===== src/design/mad_pkg.sv =====
// package: address map constants, target encoding and access types for the memory address decoder
package mad_pkg;

	localparam int ADDR_W = 16;

	// region bounds, both variants
	localparam logic [15:0] LREG_LO     = 16'h0000;
	localparam logic [15:0] LREG_HI     = 16'h00FF;
	localparam logic [15:0] UREG_LO     = 16'h0100;
	localparam logic [15:0] UREG_HI_BIG = 16'h03FF;
	localparam logic [15:0] UREG_HI_SML = 16'h017F;
	localparam logic [15:0] XLO_LO_SML  = 16'h0180;
	localparam logic [15:0] CRAM_LO     = 16'h0400;
	localparam logic [15:0] CRAM_HI     = 16'h05FF;
	localparam logic [15:0] XMID_LO     = 16'h0600;
	localparam logic [15:0] XMID_HI     = 16'h1BFF;
	localparam logic [15:0] XRSV_LO     = 16'h1C00;
	localparam logic [15:0] XRSV_HI     = 16'h1EFF;
	localparam logic [15:0] PSFR_LO     = 16'h1F00;
	localparam logic [15:0] PSFR_HI     = 16'h1FDF;
	localparam logic [15:0] MSFR_LO     = 16'h1FE0;
	localparam logic [15:0] MSFR_HI     = 16'h1FFF;
	localparam logic [15:0] SPM_LO      = 16'h2000;
	localparam logic [15:0] SPM_HI      = 16'h207F;
	localparam logic [15:0] PROG_LO     = 16'h2080;
	localparam logic [15:0] PROG_HI_BIG = 16'h9FFF;
	localparam logic [15:0] PROG_HI_SML = 16'h5FFF;
	localparam logic [15:0] XTOP_LO_BIG = 16'hA000;
	localparam logic [15:0] XTOP_LO_SML = 16'h6000;
	localparam logic [15:0] XTOP_HI     = 16'hFFFF;

	// first fetch after reset
	localparam logic [15:0] RESET_FETCH = 16'h2080;

	localparam int NTGT = 8;

	// one-hot target select bit positions
	localparam int T_LREG = 0;
	localparam int T_UREG = 1;
	localparam int T_CRAM = 2;
	localparam int T_PSFR = 3;
	localparam int T_MSFR = 4;
	localparam int T_SPM  = 5;
	localparam int T_PROG = 6;
	localparam int T_EXT  = 7;

	// addressing mode of a core access
	typedef enum logic [1:0] {
		MODE_DIRECT   = 2'h0,
		MODE_INDIRECT = 2'h1,
		MODE_INDEXED  = 2'h2,
		MODE_WINDOWED = 2'h3
	} mad_mode_t;

	// request issued by the core
	typedef struct packed {
		logic        valid;
		logic        fetch;
		mad_mode_t   mode;
		logic [15:0] addr;
	} mad_req_t;

	// decoded answer toward the targets
	typedef struct packed {
		logic            valid;
		logic            mode_err;
		logic [NTGT-1:0] sel;
		logic [15:0]     addr;
	} mad_sel_t;

endpackage


===== src/design/mad_decoder.sv =====
`timescale 1ns/1ps
// main: memory address decoder registering one-hot target selects and the reset fetch address
// What this block does
// - top range goes to external bus
// - program memory from 2080 to variant top
// - 2000-207F is special-purpose memory
// - peripheral sfrs 1F00-1FDF, mapped sfrs above
// - 1C00-1EFF forwarded to external bus
// - code ram or external at 0400-05FF
// - upper register file up to variant limit
// - 0000-00FF lower file, only direct region
// - first fetch after reset at 2080
module mad_decoder (
	input  wire logic                clk,
	input  wire logic                rstn,
	input  wire logic                ce,
	input  wire logic                big_var,
	input  wire mad_pkg::mad_req_t   req,
	output mad_pkg::mad_sel_t        sel_out_reg,
	output logic [mad_pkg::ADDR_W-1:0] fetch_addr_reg,
	output logic                     first_fetch_reg
);

	logic [mad_pkg::NTGT-1:0] sel_w;
	logic                     direct_ok;
	logic                     window_ok;

	// range decode leaf; purely combinational so the select is ready within the request cycle
	mad_region u_region (
		.big_var   (big_var),
		.addr      (req.addr),
		.sel       (sel_w),
		.direct_ok (direct_ok),
		.window_ok (window_ok)
	);

	// a mode the region cannot take is flagged; the select still names the region so the core can fault
	wire mode_direct = req.mode == mad_pkg::MODE_DIRECT;
	wire mode_window = req.mode == mad_pkg::MODE_WINDOWED;
	wire direct_bad  = mode_direct && !direct_ok;
	wire window_bad  = mode_window && !window_ok;
	wire mode_bad    = direct_bad || window_bad;

	// next answer; idle cycles still carry the address, only valid, mode_err and the selects drop
	mad_pkg::mad_sel_t sel_next;
	assign sel_next.valid    = req.valid;
	assign sel_next.mode_err = req.valid & mode_bad;
	assign sel_next.sel      = req.valid ? sel_w : '0;
	assign sel_next.addr     = req.addr;

	// fetch pointer state: after reset it names the reset vector until the first fetch is taken
	typedef enum logic [0:0] {
		ST_BOOT = 1'b0,
		ST_RUN  = 1'b1
	} mad_st_t;

	mad_st_t st_reg;
	mad_st_t st_next;
	wire fetch_taken = req.valid & req.fetch;

	always_comb begin
		case (st_reg)
			ST_BOOT: st_next = fetch_taken ? ST_RUN : ST_BOOT;
			ST_RUN:  st_next = ST_RUN;
			default: st_next = ST_BOOT;
		endcase
	end

	// pointer follows taken fetches only, so plain data accesses never move it
	wire [15:0] fetch_next = fetch_taken ? req.addr : fetch_addr_reg;

	// select register; outputs come straight from flops, one cycle after the request
	always_ff @(posedge clk) begin
		if (!rstn) begin
			sel_out_reg <= '0;
		end else if (ce) begin
			sel_out_reg <= sel_next;
		end
	end

	// reset vector and boot flag
	always_ff @(posedge clk) begin
		if (!rstn) begin
			st_reg          <= ST_BOOT;
			fetch_addr_reg  <= mad_pkg::RESET_FETCH;
			first_fetch_reg <= 1'b1;
		end else if (ce) begin
			st_reg          <= st_next;
			fetch_addr_reg  <= fetch_next;
			first_fetch_reg <= (st_next == ST_BOOT);
		end
	end

	// select shape: one target per valid answer, nothing on idle cycles
	a_one_hot_sel: assert property (@(posedge clk) disable iff (!rstn)
		sel_out_reg.valid |-> $onehot(sel_out_reg.sel))
		else $error("target select not one-hot");
	a_idle_quiet: assert property (@(posedge clk) disable iff (!rstn)
		!sel_out_reg.valid |-> sel_out_reg.sel == '0 && !sel_out_reg.mode_err)
		else $error("idle cycle drives a select");
	a_addr_echo: assert property (@(posedge clk) disable iff (!rstn)
		rstn && ce |=> sel_out_reg.addr == $past(req.addr) && sel_out_reg.valid == $past(req.valid))
		else $error("address not carried with select");

	// every select bit needs a valid answer behind it
	for (genvar g = 0; g < mad_pkg::NTGT; g++) begin : g_sel_chk
		a_sel_valid: assert property (@(posedge clk) disable iff (!rstn)
			sel_out_reg.sel[g] |-> sel_out_reg.valid)
			else $error("select without valid answer");
	end

	// range decode, one property per region, answer one cycle after the request
	a_lower_file: assert property (@(posedge clk) disable iff (!rstn)
		ce && req.valid && req.addr <= mad_pkg::LREG_HI |=> sel_out_reg.sel[mad_pkg::T_LREG])
		else $error("lower file not selected");
	a_upper_file: assert property (@(posedge clk) disable iff (!rstn)
		ce && req.valid && req.addr >= mad_pkg::UREG_LO &&
		req.addr <= (big_var ? mad_pkg::UREG_HI_BIG : mad_pkg::UREG_HI_SML)
		|=> sel_out_reg.sel[mad_pkg::T_UREG])
		else $error("upper file not selected");
	a_code_ram: assert property (@(posedge clk) disable iff (!rstn)
		ce && req.valid && req.addr >= mad_pkg::CRAM_LO && req.addr <= mad_pkg::CRAM_HI
		|=> sel_out_reg.sel[big_var ? mad_pkg::T_CRAM : mad_pkg::T_EXT])
		else $error("code ram region misrouted");
	a_small_low_ext: assert property (@(posedge clk) disable iff (!rstn)
		ce && req.valid && !big_var && req.addr >= mad_pkg::XLO_LO_SML && req.addr <= mad_pkg::CRAM_HI
		|=> sel_out_reg.sel[mad_pkg::T_EXT])
		else $error("small variant low hole not external");
	a_cram_small_off: assert property (@(posedge clk) disable iff (!rstn)
		!big_var |-> !sel_out_reg.sel[mad_pkg::T_CRAM])
		else $error("code ram selected on small variant");
	a_mid_ext: assert property (@(posedge clk) disable iff (!rstn)
		ce && req.valid && req.addr >= mad_pkg::XMID_LO && req.addr <= mad_pkg::XMID_HI
		|=> sel_out_reg.sel[mad_pkg::T_EXT])
		else $error("middle range not external");
	a_rsv_ext: assert property (@(posedge clk) disable iff (!rstn)
		ce && req.valid && req.addr >= mad_pkg::XRSV_LO && req.addr <= mad_pkg::XRSV_HI
		|=> sel_out_reg.sel[mad_pkg::T_EXT])
		else $error("reserved range not external");
	a_sfr_decode: assert property (@(posedge clk) disable iff (!rstn)
		ce && req.valid && req.addr >= mad_pkg::PSFR_LO && req.addr <= mad_pkg::PSFR_HI
		|=> sel_out_reg.sel[mad_pkg::T_PSFR] &&
		sel_out_reg.mode_err == ($past(req.mode) == mad_pkg::MODE_DIRECT))
		else $error("peripheral sfr misdecoded");
	a_msfr_decode: assert property (@(posedge clk) disable iff (!rstn)
		ce && req.valid && req.addr >= mad_pkg::MSFR_LO && req.addr <= mad_pkg::MSFR_HI
		|=> sel_out_reg.sel[mad_pkg::T_MSFR])
		else $error("mapped sfr not selected");
	a_spm_decode: assert property (@(posedge clk) disable iff (!rstn)
		ce && req.valid && req.addr >= mad_pkg::SPM_LO && req.addr <= mad_pkg::SPM_HI
		|=> sel_out_reg.sel[mad_pkg::T_SPM])
		else $error("special memory not selected");
	a_prog_decode: assert property (@(posedge clk) disable iff (!rstn)
		ce && req.valid && req.addr >= mad_pkg::PROG_LO &&
		req.addr <= (big_var ? mad_pkg::PROG_HI_BIG : mad_pkg::PROG_HI_SML)
		|=> sel_out_reg.sel[mad_pkg::T_PROG])
		else $error("program memory not selected");
	a_top_ext: assert property (@(posedge clk) disable iff (!rstn)
		ce && req.valid && req.addr >= (big_var ? mad_pkg::XTOP_LO_BIG : mad_pkg::XTOP_LO_SML)
		|=> sel_out_reg.sel[mad_pkg::T_EXT])
		else $error("top range not external");

	// reverse direction: a select never names an address outside its region
	a_lower_bound: assert property (@(posedge clk) disable iff (!rstn)
		sel_out_reg.sel[mad_pkg::T_LREG] |-> sel_out_reg.addr <= mad_pkg::LREG_HI)
		else $error("lower file selected out of range");
	a_ext_low_bound: assert property (@(posedge clk) disable iff (!rstn)
		sel_out_reg.sel[mad_pkg::T_EXT] |-> sel_out_reg.addr >= (big_var ? mad_pkg::XMID_LO : mad_pkg::XLO_LO_SML))
		else $error("external selected below its range");
	a_spm_bound: assert property (@(posedge clk) disable iff (!rstn)
		sel_out_reg.sel[mad_pkg::T_SPM] |-> sel_out_reg.addr >= mad_pkg::SPM_LO && sel_out_reg.addr <= mad_pkg::SPM_HI)
		else $error("special memory selected out of range");
	a_prog_bound: assert property (@(posedge clk) disable iff (!rstn)
		sel_out_reg.sel[mad_pkg::T_PROG] |-> sel_out_reg.addr >= mad_pkg::PROG_LO)
		else $error("program memory selected below its range");

	// addressing modes: plain direct only below 0100, windowed direct only upper file and peripheral sfrs
	a_direct_lower: assert property (@(posedge clk) disable iff (!rstn)
		rstn && ce && req.valid && req.mode == mad_pkg::MODE_DIRECT
		|=> sel_out_reg.mode_err == !sel_out_reg.sel[mad_pkg::T_LREG])
		else $error("direct mode check wrong");
	a_window_regions: assert property (@(posedge clk) disable iff (!rstn)
		rstn && ce && req.valid && req.mode == mad_pkg::MODE_WINDOWED
		|=> sel_out_reg.mode_err ==
		!(sel_out_reg.sel[mad_pkg::T_UREG] || sel_out_reg.sel[mad_pkg::T_PSFR]))
		else $error("windowed mode check wrong");
	a_indirect_any: assert property (@(posedge clk) disable iff (!rstn)
		rstn && ce && req.valid && (req.mode == mad_pkg::MODE_INDIRECT || req.mode == mad_pkg::MODE_INDEXED)
		|=> !sel_out_reg.mode_err)
		else $error("indirect or indexed access refused");

	// clock enable low holds every flop; reset still acts, the disable covers that case
	a_ce_freeze: assert property (@(posedge clk) disable iff (!rstn)
		rstn && !ce
		|=> $stable(sel_out_reg) && $stable(fetch_addr_reg) && $stable(first_fetch_reg))
		else $error("state moved with clock enable low");

	// fetch pointer: reset vector until the first fetch, then the last fetch address
	a_reset_vec: assert property (@(posedge clk)
		$rose(rstn) |-> fetch_addr_reg == mad_pkg::RESET_FETCH && first_fetch_reg)
		else $error("reset fetch address wrong");
	a_boot_vec: assert property (@(posedge clk) disable iff (!rstn)
		first_fetch_reg |-> fetch_addr_reg == mad_pkg::RESET_FETCH)
		else $error("boot pointer left reset vector");
	a_fetch_load: assert property (@(posedge clk) disable iff (!rstn)
		rstn && ce && req.valid && req.fetch
		|=> fetch_addr_reg == $past(req.addr) && !first_fetch_reg)
		else $error("fetch address not taken");
	a_fetch_hold: assert property (@(posedge clk) disable iff (!rstn)
		rstn && ce && !(req.valid && req.fetch) |=> $stable(fetch_addr_reg))
		else $error("fetch pointer moved without fetch");
	a_first_hold: assert property (@(posedge clk) disable iff (!rstn)
		rstn && ce && first_fetch_reg && !(req.valid && req.fetch) |=> first_fetch_reg)
		else $error("boot flag dropped without fetch");
	a_run_stays: assert property (@(posedge clk) disable iff (!rstn)
		rstn && !first_fetch_reg |=> !first_fetch_reg)
		else $error("boot flag came back without reset");

	// main scenarios seen at least once
	c_ext_access: cover property (@(posedge clk) disable iff (!rstn) sel_out_reg.sel[mad_pkg::T_EXT]);
	c_boot_fetch: cover property (@(posedge clk) disable iff (!rstn) first_fetch_reg ##1 !first_fetch_reg);
	c_mode_err:   cover property (@(posedge clk) disable iff (!rstn) sel_out_reg.mode_err);
	c_window_sfr: cover property (@(posedge clk) disable iff (!rstn)
		ce && req.valid && req.mode == mad_pkg::MODE_WINDOWED ##1 sel_out_reg.sel[mad_pkg::T_PSFR] && !sel_out_reg.mode_err);
	c_small_hole: cover property (@(posedge clk) disable iff (!rstn)
		!big_var && sel_out_reg.valid && sel_out_reg.addr == mad_pkg::CRAM_LO);

endmodule


===== src/design/mad_region.sv =====
`timescale 1ns/1ps
// leaf: purely combinational range decode of one address into a one-hot target select
module mad_region (
	input  wire logic                      big_var,
	input  wire logic [mad_pkg::ADDR_W-1:0] addr,
	output logic      [mad_pkg::NTGT-1:0]   sel,
	output logic                           direct_ok,
	output logic                           window_ok
);

	// variant-dependent bounds picked once
	wire [15:0] ureg_hi = big_var ? mad_pkg::UREG_HI_BIG : mad_pkg::UREG_HI_SML;
	wire [15:0] prog_hi = big_var ? mad_pkg::PROG_HI_BIG : mad_pkg::PROG_HI_SML;
	wire [15:0] xtop_lo = big_var ? mad_pkg::XTOP_LO_BIG : mad_pkg::XTOP_LO_SML;

	// range hits; ranges are disjoint so at most one can fire
	wire in_lreg = addr <= mad_pkg::LREG_HI;
	wire in_ureg = addr >= mad_pkg::UREG_LO && addr <= ureg_hi;
	wire in_cram = big_var && addr >= mad_pkg::CRAM_LO && addr <= mad_pkg::CRAM_HI;
	wire in_xlo  = !big_var && addr >= mad_pkg::XLO_LO_SML && addr <= mad_pkg::CRAM_HI;
	wire in_xmid = addr >= mad_pkg::XMID_LO && addr <= mad_pkg::XMID_HI;
	wire in_xrsv = addr >= mad_pkg::XRSV_LO && addr <= mad_pkg::XRSV_HI;
	wire in_psfr = addr >= mad_pkg::PSFR_LO && addr <= mad_pkg::PSFR_HI;
	wire in_msfr = addr >= mad_pkg::MSFR_LO && addr <= mad_pkg::MSFR_HI;
	wire in_spm  = addr >= mad_pkg::SPM_LO && addr <= mad_pkg::SPM_HI;
	wire in_prog = addr >= mad_pkg::PROG_LO && addr <= prog_hi;
	wire in_xtop = addr >= xtop_lo;

	// the 0180-05FF hole on the smaller variant is sent outside; together the ranges tile 64K
	assign sel[mad_pkg::T_LREG] = in_lreg;
	assign sel[mad_pkg::T_UREG] = in_ureg;
	assign sel[mad_pkg::T_CRAM] = in_cram;
	assign sel[mad_pkg::T_PSFR] = in_psfr;
	assign sel[mad_pkg::T_MSFR] = in_msfr;
	assign sel[mad_pkg::T_SPM]  = in_spm;
	assign sel[mad_pkg::T_PROG] = in_prog;
	assign sel[mad_pkg::T_EXT]  = in_xtop | in_xrsv | in_xmid | in_xlo;

	// plain direct only in the lower file; windowed direct for upper file and peripheral sfrs
	assign direct_ok = in_lreg;
	assign window_ok = in_ureg | in_psfr;

endmodule


===== config.mk =====
export PLATFORM = sky130hd
export DESIGN_NAME = mad_decoder
export DESIGN_NICKNAME = d
export VERILOG_FILES = /design/src/design/mad_pkg.sv /design/src/design/mad_decoder.sv /design/src/design/mad_region.sv
export SDC_FILE = /design/constraint.sdc
export NUM_CORES = 1
export LEC_CHECK = 0
export BUFFER_PORTS_ARGS = -buffer_cell sky130_fd_sc_hd__buf_4
export CAP_MARGIN = 30
export CELL_PAD_IN_SITES_DETAIL_PLACEMENT = 0
export CELL_PAD_IN_SITES_GLOBAL_PLACEMENT = 2
export CORE_UTILIZATION = 30
export CTS_BUF_LIST = sky130_fd_sc_hd__clkbuf_8
export DETAILED_ROUTE_END_ITERATION = 7
export HOLD_SLACK_MARGIN = 0.06
export PLACE_DENSITY_LB_ADDON = 0.12
export SLEW_MARGIN = 20
export SYNTH_ARGS = -nofsm -noshare
export SYNTH_HDL_FRONTEND = slang
export SYNTH_HIERARCHICAL = 1
export SYNTH_SLANG_ARGS = --single-unit

===== constraint.sdc =====
create_clock -name clk -period 2 [get_ports clk]
set_input_delay 0.1 -clock clk [delete_from_list [all_inputs] [get_ports clk]]
set_output_delay 0.1 -clock clk [all_outputs]
set_load 0.01 [all_outputs]

# Word-level counts from Yosys, hierarchy flattened
# Index checks and enable logic that the tools add are counted.
dict set report totals {
  regBits 44
  output_inout_bits 43
  elab_cells 60
}
dict set report op_classes {
  magnitude_cmp 19
  n_eq_ne 1
  n_mux 6
  bitwise_logic 8
  reduce_logical 19
}
# operator n
set op_table {}
lappend op_table {{$le 16x13->1 const B} 4}
lappend op_table {{$ge 16x13->1 const B} 3}
lappend op_table {{$ge 16x11->1 const B} 2}
lappend op_table {{$ge 16x14->1 const B} 2}
lappend op_table {{$ge 16x9->1 const B} 2}
lappend op_table {{$le 16x16->1} 2}
lappend op_table {{$mux 16} 2}
lappend op_table {{$ge 16x16->1} 1}
lappend op_table {{$le 16x11->1 const B} 1}
lappend op_table {{$le 16x14->1 const B} 1}
lappend op_table {{$le 16x8->1 const B} 1}
lappend op_table {{$logic_and 1x1->1} 13}
lappend op_table {{$mux 10} 1}
lappend op_table {{$mux 8} 1}
lappend op_table {{$or 1x1->1} 4}
lappend op_table {{$logic_not 1->1} 3}
lappend op_table {{$and 1x1->1} 2}
lappend op_table {{$eq 2x2->1 const B} 1}
lappend op_table {{$logic_not 2->1} 1}
lappend op_table {{$not 1->1} 2}
lappend op_table {{$pmux 1 s2} 1}
lappend op_table {{$reduce_and 2->1} 1}
lappend op_table {{$logic_or 1x1->1} 1}
lappend op_table {{$mux 1} 1}

# Logic depth before layout (Yosys ltp)
# Gate-level depths: netlist (run 1).
dict set report logic_depth {
  ltp_word 8
  depth_mapped 8
  mapped_depth_nobuf 8
}

# Hierarchy
# The synthesis (run 1) kept the hierarchy.
# mod n_inst cells_each area_per_inst_um2 seq_area_each_um2
set modules_own_cells {}
lappend modules_own_cells {mad_decoder 1 175 1731.7 880.8}
lappend modules_own_cells {mad_region 1 50 350.3 0.0}

# Worst setup path before layout (run 1)
# No wires, ideal clock.
dict set report synth_path {
  kind {input to register}
  start {input big_var}
  end {register sel_out_reg[17] (netlist bit)}
  arrival_time_ns 1.150
  t_required_ns 1.885
  setup_slack_ns 0.735
  cell_stages 8
  path_cell_list {inv_1 > ha_1 > and4_1 > a31oi_1 > nor2_1 > buf_4 > a21oi_1 > nor2b_1}
}
dict set report synth_between {
  elab_chain_cells 4
}
# element line
set synth_rtl {}
lappend synth_rtl {{from (decl)} mad_decoder.sv:17} ;# input wire logic big_var,
lappend synth_rtl {{$mux 10} mad_region.sv:12} ;# wire [15:0] ureg_hi = big_var ? mad_pkg::UREG_HI_BIG : mad_pkg::UREG_HI_SML;
lappend synth_rtl {{$le 16x16->1} mad_region.sv:18} ;# wire in_ureg = addr >= mad_pkg::UREG_LO && addr <= ureg_hi;
lappend synth_rtl {{$logic_and 1x1->1} mad_region.sv:18}
lappend synth_rtl {{named net u_region.in_ureg} mad_region.sv:18}
lappend synth_rtl {{$mux 8} mad_decoder.sv:48} ;# assign sel_next.sel = req.valid ? sel_w : '0;
lappend synth_rtl {{to (signal assigned)} mad_decoder.sv:77} ;# sel_out_reg <= sel_next;
lappend synth_rtl {{to (decl)} mad_decoder.sv:19} ;# output mad_pkg::mad_sel_t sel_out_reg,
# The timed path passes the listed nets, and every way through them passes these cells.
# A chain may end at the register's enable or synchronous reset.

# Worst setup path after layout (run 1)
dict set report layout_path {
  start {input req[2] (netlist bit)}
  end {register sel_out_reg[24] (netlist bit)}
}
dict set report layout_between {
  elab_chain_cells 7
}
# element line
set layout_rtl {}
lappend layout_rtl {{from (decl)} mad_decoder.sv:18} ;# input wire mad_pkg::mad_req_t req,
lappend layout_rtl {{$ge 16x9->1, or another cell as far along} mad_region.sv:18}
lappend layout_rtl {{$logic_and 1x1->1 (on tied branches)} {mad_region.sv:18, mad_region.sv:23}}
lappend layout_rtl {{$or 1x1->1 (*)} mad_region.sv:41} ;# assign window_ok = in_ureg | in_psfr;
lappend layout_rtl {{named net window_ok} mad_decoder.sv:26} ;# logic window_ok;
lappend layout_rtl {{$logic_not 1->1 (*)} mad_decoder.sv:41} ;# wire window_bad = mode_window && !window_ok;
lappend layout_rtl {{$logic_and 1x1->1 (*)} mad_decoder.sv:41}
lappend layout_rtl {{$logic_or 1x1->1 (*)} mad_decoder.sv:42} ;# wire mode_bad = direct_bad || window_bad;
lappend layout_rtl {{$and 1x1->1 (*)} mad_decoder.sv:47} ;# assign sel_next.mode_err = req.valid & mode_bad;
# Mark *: on every way through the listed nets, which the timed path passes. The rest lies on a longest branch.

==> results of run 1 <==
through the flow:
stage	total power [mW]	hold slack [ns]	setup WS, ns	area (sq um)
6_report	1.80	0.0729	0.544	2660
5_1_grt	1.90	0.0697	0.413	2660
4_1_cts	1.83	0.0616	0.550	2660
3_5_place_dp	1.23	0.384	0.504	2550
3_3_place_gp	1.23	0.380	0.482	2550
2_1_floorplan	1.10	0.224	0.735	2080
logic make-up (layout without fill, tap and decap cells):
| kind of cell | Yosys count | after routing |
|---|---|---|
| buffers and inverters | 22 | 81 |
| flip-flops | 44 | 44 |
| AND/OR/NAND/NOR | 100 | 100 |
| adder cells (fa/ha/maj) | 4 | 4 |
| multiplexers | 17 | 17 |
| AO/OA/AOI/OAI | 38 | 38 |
final timing paths:
path	to	startpoint	cells past startpoint	slack [ns]
setup / recovery	sel_out_reg[24]	req[2]	9	0.54
hold / removal	fetch_addr_reg[12]	req[12]	3	0.07
hold reg to reg	st_reg	st_reg	2	0.46
setup reg to reg	sel_out_reg[22]	sel_out_reg[22]	3	1.27
report_power, final:
group	switching (mW)	leakage (nW)	internal [mW]
registers	0.0175	0.360	0.912
logic	0.144	0.722	0.139
clock network	0.309	0.0486	0.276
area by class of cell:
class | instances | area (sq um) | area share, %
multi-input cells | 159 | 1050 | 39.4
flip-flops and latches | 44 | 881 | 33.1
repair buffers | 70 | 531 | 19.9
well taps | 77 | 96.3 | 3.62
clock buffers | 6 | 82.6 | 3.10
clock inverters | 2 | 11.3 | 0.423
inverters | 3 | 11.3 | 0.423
worst max-delay path, cell delays in order:
cell and delay [ns]:
dlygate4sd3_1 0.53, buf_4 0.12, nand3_1 0.07, nor2_1 0.23
a31oi_1 0.16, o21bai_1 0.15, inv_1 0.05, a31oi_1 0.15
o21ai_1 0.08
Yosys cell counts (4+ instances only):
library cell	count	area (sq um)
a21boi_0	7	52.6
a21boi_2	7	78.8
a21oi_1	11	55.1
buf_4	10	75.1
buf_6	4	45.0
clkbuf_1	4	15.0
dfxtp_1	44	881
ha_1	4	50.1
mux2i_1	17	170
nand2_1	38	143
nand3_1	6	30.0
nor2_1	7	26.3
nor2b_1	33	206
timing repair:
action,in CTS,in global routing
endpoints found under the setup margin,0,0
endpoints found under the hold margin,2,0
hold buffers,2,0
routing by layer:
metal | up-vias | track usage (%)
met5 | - | 0
met4 | 0 | 6.21
met3 | 11 | 4.18
met2 | 47 | 22.1
met1 | 762 | 20.0
li1 | 863 | -
==> metrics.md, run 1 <==
| Metric | Value |
|---|---|
| Max-Cap Viols | 0 |
| Most common cell after layout, fill and taps aside | buf_4 |
| Die extent in x | around 85 um |
| CTS buffer count | 5 |
| Clk sink count | 44 |
| Antenna violations before repair | 0 |
| Max-slew headroom | approximately 73% |
| Pin count of the biggest net entering global routing | 46 |
| Leakage | between 1 and 1.5 nW |
| M1 wire length | approximately 2600 um |
| Synth Area in Adders | under 10% |
| Post_cts resized | 0 |
| Final nets | 311 |
| Clk_skew | around 0.00030 ns |
| Setup Crit Path Kind | in -> reg |
| Worst-path clk slew | approximately 0.090 ns |
| Clock period minus worst slack | 1.46 ns |
| Final Wtd Congestion | between 0.7 and 0.8 |
| Met2 Wirelength | roughly 2200 um |
| Grt total ovfl | 0 |
| H-tree depth | 2 |
| Outcome | completed |
| Cell row count | 29 |
| WL final | between 5000 and 6000 um |
| Met3 wire len | 277 um |
| Final setup TNS | 0 ns |
| Async set or reset register ratio after synthesis | 0% |
| Cell count after synthesis | 225 |
| Crit Path Max Fanout | 3 |
| Slew Limit Fails | 0 |
| I/O pin count | 67 |
| Core area | 6530 sq um |
| RSZ-0062 raised after global routing | no |
| Fin cells | between 300 and 400 |
| CTS max path bufs | 2 |
| Startpoint Class | primary input |
| Synth Register Bits | 44 |
| Crit end category | flip-flop |
| ANT nets after route | 0 |
| Top FF cell, synth | dfxtp_1 |
| DRC viols | 0 |
| Post-Synth Simple-Gate Area | approximately a quarter |
| Die area | a little over 7000 sq um |
| Synth-to-Final Area Change | 27.9% |
| Crit path DAT | between 1.5 and 2 ns |
| Finished Core Util | approximately 41% |
| Highest metal used | met4 |
| Distinct cells, synth | 36 |
| Fill count | between 700 and 800 |
| Synthesized area | 2080 sq um |
| Hold Crit Class | in -> reg |
| Main combinational cell family by area after synthesis | simple AND/OR/NAND/NOR gates |
| Die height | between 80 and 90 um |
| Synth Area in XOR/XNOR | 0% |
| Slew @ Worst Pin | about 0.40 ns |
| Final Cycle Share | roughly 73% |
| Sequential share of the synthesized area | 42.3% |
| Total number of vias | roughly 1700 |
| Post-DP HPWL | 3600 um |
| # port buffers | 66 |
| Number of setup buffers added after CTS | 0 |
| DRT iter0 DRCs | 50 |
| Pre-antenna DRT Iters | 3 |
| Share of cells above drive strength 1 | 30.6% |
| EDFF count, synth | 0 |
| Number of global-route vias before repair | 1613 |
| VDD IR max | 0.254 mV |
| Max FFs per register | 26 |
| Max Clk Rate | 687 MHz |
| Placed cells | roughly 350 |
| P per Cell Area | 675 nW/um^2 |
| CTS Root Cell | clkbuf_8 |
| Most frequent cells in the layout | buf_4, dfxtp_1, nand2_1, nor2b_1, mux2i_1 |
| Ys Warns | 6 |
| First-pass GRT wire length | just over 8000 um |
| Syn nets | 253 |
| Final setup viols | 0 |
| Mux cell area share after synthesis | roughly 8% |
| Avg Cell Area, Syn | 9.25 sq um |
| CTS tree | done |
| N_diodes | 0 |
| Final hold vios | 0 |
| WP data required | 2.19 ns |
| Worst-Skew Late Latency | 0.29 ns |
| Vias per inst | about 4.7 |
| WL/cell | approximately 14 um |
| Starting density of the core | about a third |
| Synth Area in Compound Gates | around 14% |
| Overall Global Routing Usage | about 15% |
(Power assumes the default switching activity.)
==> inputs of run 2 (changes only) <==
--- a/config.mk
+++ b/config.mk
@@ -9,7 +9,7 @@
 export CAP_MARGIN = 30
 export CELL_PAD_IN_SITES_DETAIL_PLACEMENT = 0
 export CELL_PAD_IN_SITES_GLOBAL_PLACEMENT = 2
-export CORE_UTILIZATION = 30
+export CORE_UTILIZATION = 28
 export CTS_BUF_LIST = sky130_fd_sc_hd__clkbuf_8
 export DETAILED_ROUTE_END_ITERATION = 7
 export HOLD_SLACK_MARGIN = 0.06
==> constraint.sdc (replaced) <==
create_clock -name clk -period 1.25 [get_ports clk]
set_input_delay 0.0625 -clock clk [delete_from_list [all_inputs] [get_ports clk]]
set_output_delay 0.0625 -clock clk [all_outputs]
set_load 0.01 [all_outputs]
==> metrics.md, run 2 (same netlist as run 1, synthesis figures left out) <==
| Metric | Value |
|---|---|
| Bufs and invs on worst path | 3 (unchanged) |
| Die height | 88.2 um (was 85.3 um) |
| Share of cells above drive strength 1 | 35.7% (was 30.6%) |
| R2R setup slack | 0.53 ns (was 1.27 ns) |
| Peak per-stage delay on the critical path | 0.31 ns (was 0.53 ns) |
| Crit end category | flip-flop (unchanged) |
| Starting density of the core | 28.9% (was 31.9%) |
| Max-Cap Viols | 0 (unchanged) |
| Hold_sp | req[7] (was req[12]) |
| VDD IR max | 0.452 mV (was 0.254 mV) |
| ANT nets after route | 0 (unchanged) |
| DRC viols | 0 (unchanged) |
| Die extent in x | 88.2 um (was 85.3 um) |
| Worst reg-to-reg path cell count | 3 (unchanged) |
| Slew Limit Fails | 0 (unchanged) |
| Final Cycle Share | between 80% and 90% |
| Crit path DAT | 1.33 ns (was 1.65 ns) |
| Most common cell after layout, fill and taps aside | buf_4 (unchanged) |
| Crit Reg-Reg Endpoint | sel_out_reg[17] (was sel_out_reg[22]) |
| Number of global-route vias before repair | 1739 (was 1613) |
| Clock period minus worst slack | 1.10 ns |
| Final Power | 3.26 mW (was 1.80 mW) |
| Fill count | 778 (was 707) |
| Grt total ovfl | 0 (unchanged) |
| CTS buffer count | 5 (unchanged) |
| WP data required | 1.48 ns (was 2.19 ns) |
| # port buffers | 66 (unchanged) |
| Setup Crit Path Kind | in -> reg (unchanged) |
| Overall Global Routing Usage | 14.3% (was 14.8%) |
| CTS max path bufs | 2 (unchanged) |
| Synth-to-Final Area Change | 43.6% (was 27.9%) |
| Worst-Skew Late Latency | 0.29 ns (about the same) |
| Finished Core Util | 41.4% (was 40.8%) |
| CTS tree | done (unchanged) |
| Pin count of the biggest net entering global routing | 46 (unchanged) |
| Clk sink count | 44 (unchanged) |
| Antenna violations before repair | 0 (unchanged) |
| Worst Hold Depth | 3 (unchanged) |
| N_diodes | 0 (unchanged) |
| Worst-path clk slew | 0.08 ns (was 0.09 ns) |
| CTS Root Cell | clkbuf_8 (unchanged) |
| DRT iter0 DRCs | 47 (was 50) |
| Slew @ Worst Pin | 0.397 ns (was 0.402 ns) |
| Pre-antenna DRT Iters | 4 (was 3) |
| First-pass GRT wire length | 8480 um (was 8280 um) |
| Leakage | 1.29 nW (was 1.13 nW) |
| Final setup viols | 0 (unchanged) |
| FF-to-FF Start | sel_out_reg[17] (was sel_out_reg[22]) |
| Die area | 7780 sq um (was 7280 sq um) |
| H-tree depth | 2 (unchanged) |
| Final nets | 342 (was 311) |
| Register Area | 881 sq um (unchanged) |
| Most frequent cells in the layout | buf_4, dfxtp_1, nand2_1, nor2b_1, mux2i_1 (unchanged) |
| WL final | 5280 um (was 5160 um) |
| Max Clk Rate | 910 MHz |
| Final setup TNS | 0 ns (unchanged) |
| Startpoint Class | primary input (unchanged) |
| Cell row count | 31 (was 29) |
| Final Wtd Congestion | 0.785 (was 0.792) |
| I/O pin count | 67 (unchanged) |
| Hold Crit Class | in -> reg (unchanged) |
| Post-DP HPWL | 3780 um (was 3600 um) |
| Max stage delay cell, worst path | ha_1 (was dlygate4sd3_1) |
| WL/cell | 12.8 um (was 14.3 um) |
| Final hold vios | 0 (unchanged) |
| RSZ-0062 raised after global routing | no (unchanged) |
| Clk_skew | 0.000257 ns (was 0.000297 ns) |
| Crit Path Max Fanout | 4 (was 3) |
| Area of the multi-input gates | 1060 sq um (was 1050 sq um) |
| Final WS setup | 0.152 ns (was 0.544 ns) |
| Core area | 7210 sq um (was 6530 sq um) |
| Max FFs per register | 26 (unchanged) |
| Worst Hold Endpoint | fetch_addr_reg[7] (was fetch_addr_reg[12]) |
| Worst path top cell family by delay | compound AO/OA/AOI/OAI gates (was buffers and inverters) |
| Crit-path cells | buf_4, inv_1, ha_1, and4_1, a31oi_1, o21bai_1, inv_1, a31oi_1, o21ai_1 (was dlygate4sd3_1, buf_4, nand3_1, nor2_1, a31oi_1, o21bai_1, inv_1, a31oi_1, o21ai_1) |
| Total number of vias | 1799 (was 1683) |
| Max-slew headroom | 73.5% (was 72.9%) |
| Outcome | completed (unchanged) |
| Vias per inst | 4.36 (was 4.66) |
| P per Cell Area | 1090 nW/um^2 (was 675 nW/um^2) |
| Setup WS pre-CTS | -0.237 ns (was 0.504 ns) |
run 2: area by class of cell:
type,count,area share [%]
multi-input combinational,159,35.5
sequential,44,29.5
timing repair buffer,101,26.2
tap,99,4.14
clock buffer,5,2.30
clock inverter,2,2.01
inverter,3,0.377
run 2: through the flow:
| stage | area (sq um) | hold slack (ns) | cells |
|---|---|---|---|
| after floorplan | 2080 | 0.186 | 225 |
| after global placement | 2750 | 0.346 | 396 |
| after detailed placement | 2750 | 0.350 | 396 |
| after CTS | 2980 | 0.0646 | 413 |
| after global routing | 2990 | 0.0791 | 413 |
| final | 2990 | 0.0720 | 413 |
run 2: routing by layer:
metal / share of wire (%) / GRT usage, % / up-vias
li1: - / - / 923
met1: 49 / 19.0 / 823
met2: 45 / 23.1 / 48
met3: 5.0 / 3.36 / 5
met4: 0.64 / 3.96 / 0
met5: 0 / 0 / -
run 2: how the worst max path moves through the flow:
stage          cells past startpoint         endpoint  slack, ns    start
6_report                           9  sel_out_reg[24]       0.15  big_var
5_1_grt                            9  sel_out_reg[24]       0.01  big_var
4_1_cts                            7  sel_out_reg[24]       0.08  req[15]
3_5_place_dp                       7  sel_out_reg[24]      -0.24  req[15]
3_3_place_gp                       7  sel_out_reg[24]      -0.25  req[15]
2_1_floorplan                      8  sel_out_reg[17]       0.02  big_var
run 2: repair_timing:
item | in CTS | in global routing
setup buffers | 0 | 0
endpoints found under the setup margin | 0 | 1
gates resized for setup | 0 | 2
hold buffers | 10 | 0
hold endpoints to repair | 13 | 0
run 2: tightest hold or removal path, cell delays in order:
cell	delay, ns
buf_4	0.14
nand2_1	0.06
nand3_1	0.07
run 2: power breakdown:
group	switching, mW	total [mW]	leakage [nW]	internal (mW)
combinational	0.238	0.512	0.869	0.274
sequential	0.0294	1.49	0.360	1.46
clock	0.473	1.26	0.0642	0.787
==> inputs of run 3 (changes only) <==
--- a/config.mk
+++ b/config.mk
@@ -5,7 +5,7 @@
 export SDC_FILE = /design/constraint.sdc
 export NUM_CORES = 1
 export LEC_CHECK = 0
-export BUFFER_PORTS_ARGS = -buffer_cell sky130_fd_sc_hd__buf_4
+export BUFFER_PORTS_ARGS = -buffer_cell sky130_fd_sc_hd__buf_2
 export CAP_MARGIN = 30
 export CELL_PAD_IN_SITES_DETAIL_PLACEMENT = 0
 export CELL_PAD_IN_SITES_GLOBAL_PLACEMENT = 2
==> metrics.md, run 3 (same netlist as run 1, synthesis figures left out) <==
| Metric | Value |
|---|---|
| Design area | 2820 sq um (was 2990 sq um) |
| Final nets | 341 (was 342) |
| WL/cell | 13.1 um (was 12.8 um) |
| Final hold vios | 0 (unchanged) |
| H-tree depth | 2 (unchanged) |
| Max FFs per register | 26 (unchanged) |
| Switching pwr | 750 uW (was 741 uW) |
| CTS max path bufs | 2 (unchanged) |
| Pin count of the biggest net entering global routing | 46 (unchanged) |
| Die extent in x | 88.2 um (unchanged) |
| Final Power | 2.94 mW (was 3.26 mW) |
| Max Clk Rate | 904 MHz (was 910 MHz) |
| Internal cell power | 2.19 mW (was 2.52 mW) |
| R2R setup slack | 0.53 ns (about the same) |
| Crit end category | flip-flop (unchanged) |
| Critical path startpoint | req[14] (was big_var) |
| Post-DP HPWL | 3800 um (was 3780 um) |
| First-pass GRT wire length | 8550 um (was 8480 um) |
| FF-to-FF Start | sel_out_reg[23] (was sel_out_reg[17]) |
| Total number of vias | 1804 (was 1799) |
| WL final | 5380 um (was 5280 um) |
| Grt total ovfl | 0 (unchanged) |
| Clock share of power | 33.0% (was 38.6%) |
| Die area | 7780 sq um (unchanged) |
| CTS buffer count | 5 (unchanged) |
| Crit Path Max Fanout | 4 (unchanged) |
| Startpoint Class | primary input (unchanged) |
| Max-Cap Viols | 0 (unchanged) |
| Overall Global Routing Usage | 14.6% (was 14.3%) |
| Area of placed instances | 2590 sq um (was 2750 sq um) |
| Vias per inst | 4.38 (was 4.36) |
| Sequential Power Share | 50.6% (was 45.7%) |
| Clk_skew | 0.000168 ns (was 0.000257 ns) |
| Synth-to-Final Area Change | 35.3% (was 43.6%) |
| RSZ-0062 raised after global routing | no (unchanged) |
| N_diodes | 0 (unchanged) |
| Crit path DAT | 1.29 ns (was 1.33 ns) |
| Final Cycle Share | 88.5% (was 87.9%) |
| Die height | 88.2 um (unchanged) |
| CTS tree | done (unchanged) |
| # port buffers | 66 (unchanged) |
| Setup Crit Path Kind | in -> reg (unchanged) |
| Crit path to | sel_out_reg[24] (unchanged) |
| WP data required | 1.43 ns (was 1.48 ns) |
| Pre-antenna DRT Iters | 4 (unchanged) |
| Worst-Skew Late Latency | 0.29 ns (about the same) |
| Combinational power share | 16.3% (was 15.7%) |
| Starting density of the core | 28.9% (unchanged) |
| Hold Crit Class | in -> reg (unchanged) |
| Final Wtd Congestion | 0.809 (was 0.785) |
| CTS Root Cell | clkbuf_8 (unchanged) |
| Worst reg-to-reg path cell count | 3 (unchanged) |
| Cell row count | 31 (unchanged) |
| Leakage | 1.25 nW (was 1.29 nW) |
| Antenna violations before repair | 0 (unchanged) |
| Slew Limit Fails | 0 (unchanged) |
| I/O pin count | 67 (unchanged) |
| Sw Ratio | 25.5% (was 22.7%) |
| Slew @ Worst Pin | 0.417 ns (was 0.397 ns) |
| Most frequent cells in the layout | buf_2, dfxtp_1, nand2_1, nor2b_1, buf_4 (was buf_4, dfxtp_1, nand2_1, nor2b_1, mux2i_1) |
| Max-slew headroom | 72.2% (was 73.5%) |
| DRT iter0 DRCs | 64 (was 47) |
| Outcome | completed (unchanged) |
| Share of cells above drive strength 1 | 36.4% (was 35.7%) |
| Core area | 7210 sq um (unchanged) |
| DRC viols | 0 (unchanged) |
| Clk sink count | 44 (unchanged) |
| P per Cell Area | 1040 nW/um^2 (was 1090 nW/um^2) |
| Number of global-route vias before repair | 1669 (was 1739) |
| Hold_sp | req[2] (was req[7]) |
| Number of setup buffers added after CTS | 0 (unchanged) |
| Final setup viols | 0 (unchanged) |
| VDD IR max | 0.367 mV (was 0.452 mV) |
| ANT nets after route | 0 (unchanged) |
| Clock period minus worst slack | 1.11 ns (was 1.10 ns) |
| Worst-path clk slew | 0.08 ns (about the same) |
| Crit Reg-Reg Endpoint | sel_out_reg[23] (was sel_out_reg[17]) |
| Most common cell after layout, fill and taps aside | buf_2 (was buf_4) |
-- run 3: cell types whose count changed in the layout (fill, tap and decap cells not counted), sizes merged --
cell	change
buf	-1
bufinv	-2
clkbuf	+2
-- run 3: worst max-delay path: stages --
cell and delay, ns:
buf_2 0.12, or3_4 0.40, nor4_2 0.27, buf_4 0.17, nor3_1 0.04, a31oi_1 0.13
o21ai_1 0.08
-- run 3: final cells by class --
type	count	area, sq um
Clock buffer	7	96.3
Fill cell	802	4400
Inverter	3	11.3
Multi-Input combinational cell	159	1080
Sequential cell	44	881
Tap cell	99	124
Timing Repair Buffer	100	623
-- run 3: worst min-delay path by stage --
stage | endpoint | depth (start not counted)
CTS | sel_out_reg[2] | 3
global placement | fetch_addr_reg[3] | 3
floorplan | fetch_addr_reg[13] | 2
finish | sel_out_reg[2] | 3
detailed placement | fetch_addr_reg[3] | 3
global route | sel_out_reg[2] | 3
-- run 3: per-stage QoR --
stage | util (%) | setup WS, ns | TNS [ns] | std cells | hold WS [ns]
after floorplan | - | 0.0224 | 0 | 225 | 0.186
after global routing | 39.0 | 0.0107 | 0 | 412 | 0.0846
final | 39.0 | 0.144 | 0 | 412 | 0.0736
after global placement | 35.9 | -0.312 | -0.888 | 395 | 0.344
after detailed placement | 35.9 | -0.269 | -0.737 | 395 | 0.344
after CTS | 38.6 | 0.0503 | 0 | 412 | 0.0652
-- run 3: what timing repair did --
item	CTS	global route
hold buffers	10	0
resized for setup	0	6
endpoints found under the setup margin	0	1
hold endpoints to repair	9	0
-- run 3: power by group through the flow --
stage | sequential, mW | clock [mW] | combinational (mW)
after floorplan | 1.55 | 0 | 0.217
after global placement | 1.52 | 0 | 0.450
after detailed placement | 1.52 | 0 | 0.450
after CTS | 1.49 | 1.01 | 0.475
after global routing | 1.49 | 1.07 | 0.534
final | 1.49 | 0.970 | 0.480
-- run 3: layer usage --
layer,vias up,track usage [%],routed length [um]
met5,-,0,0
met4,0,4.40,36
met3,4,3.73,221
met2,46,22.5,2460
met1,831,20.1,2660
li1,923,-,-
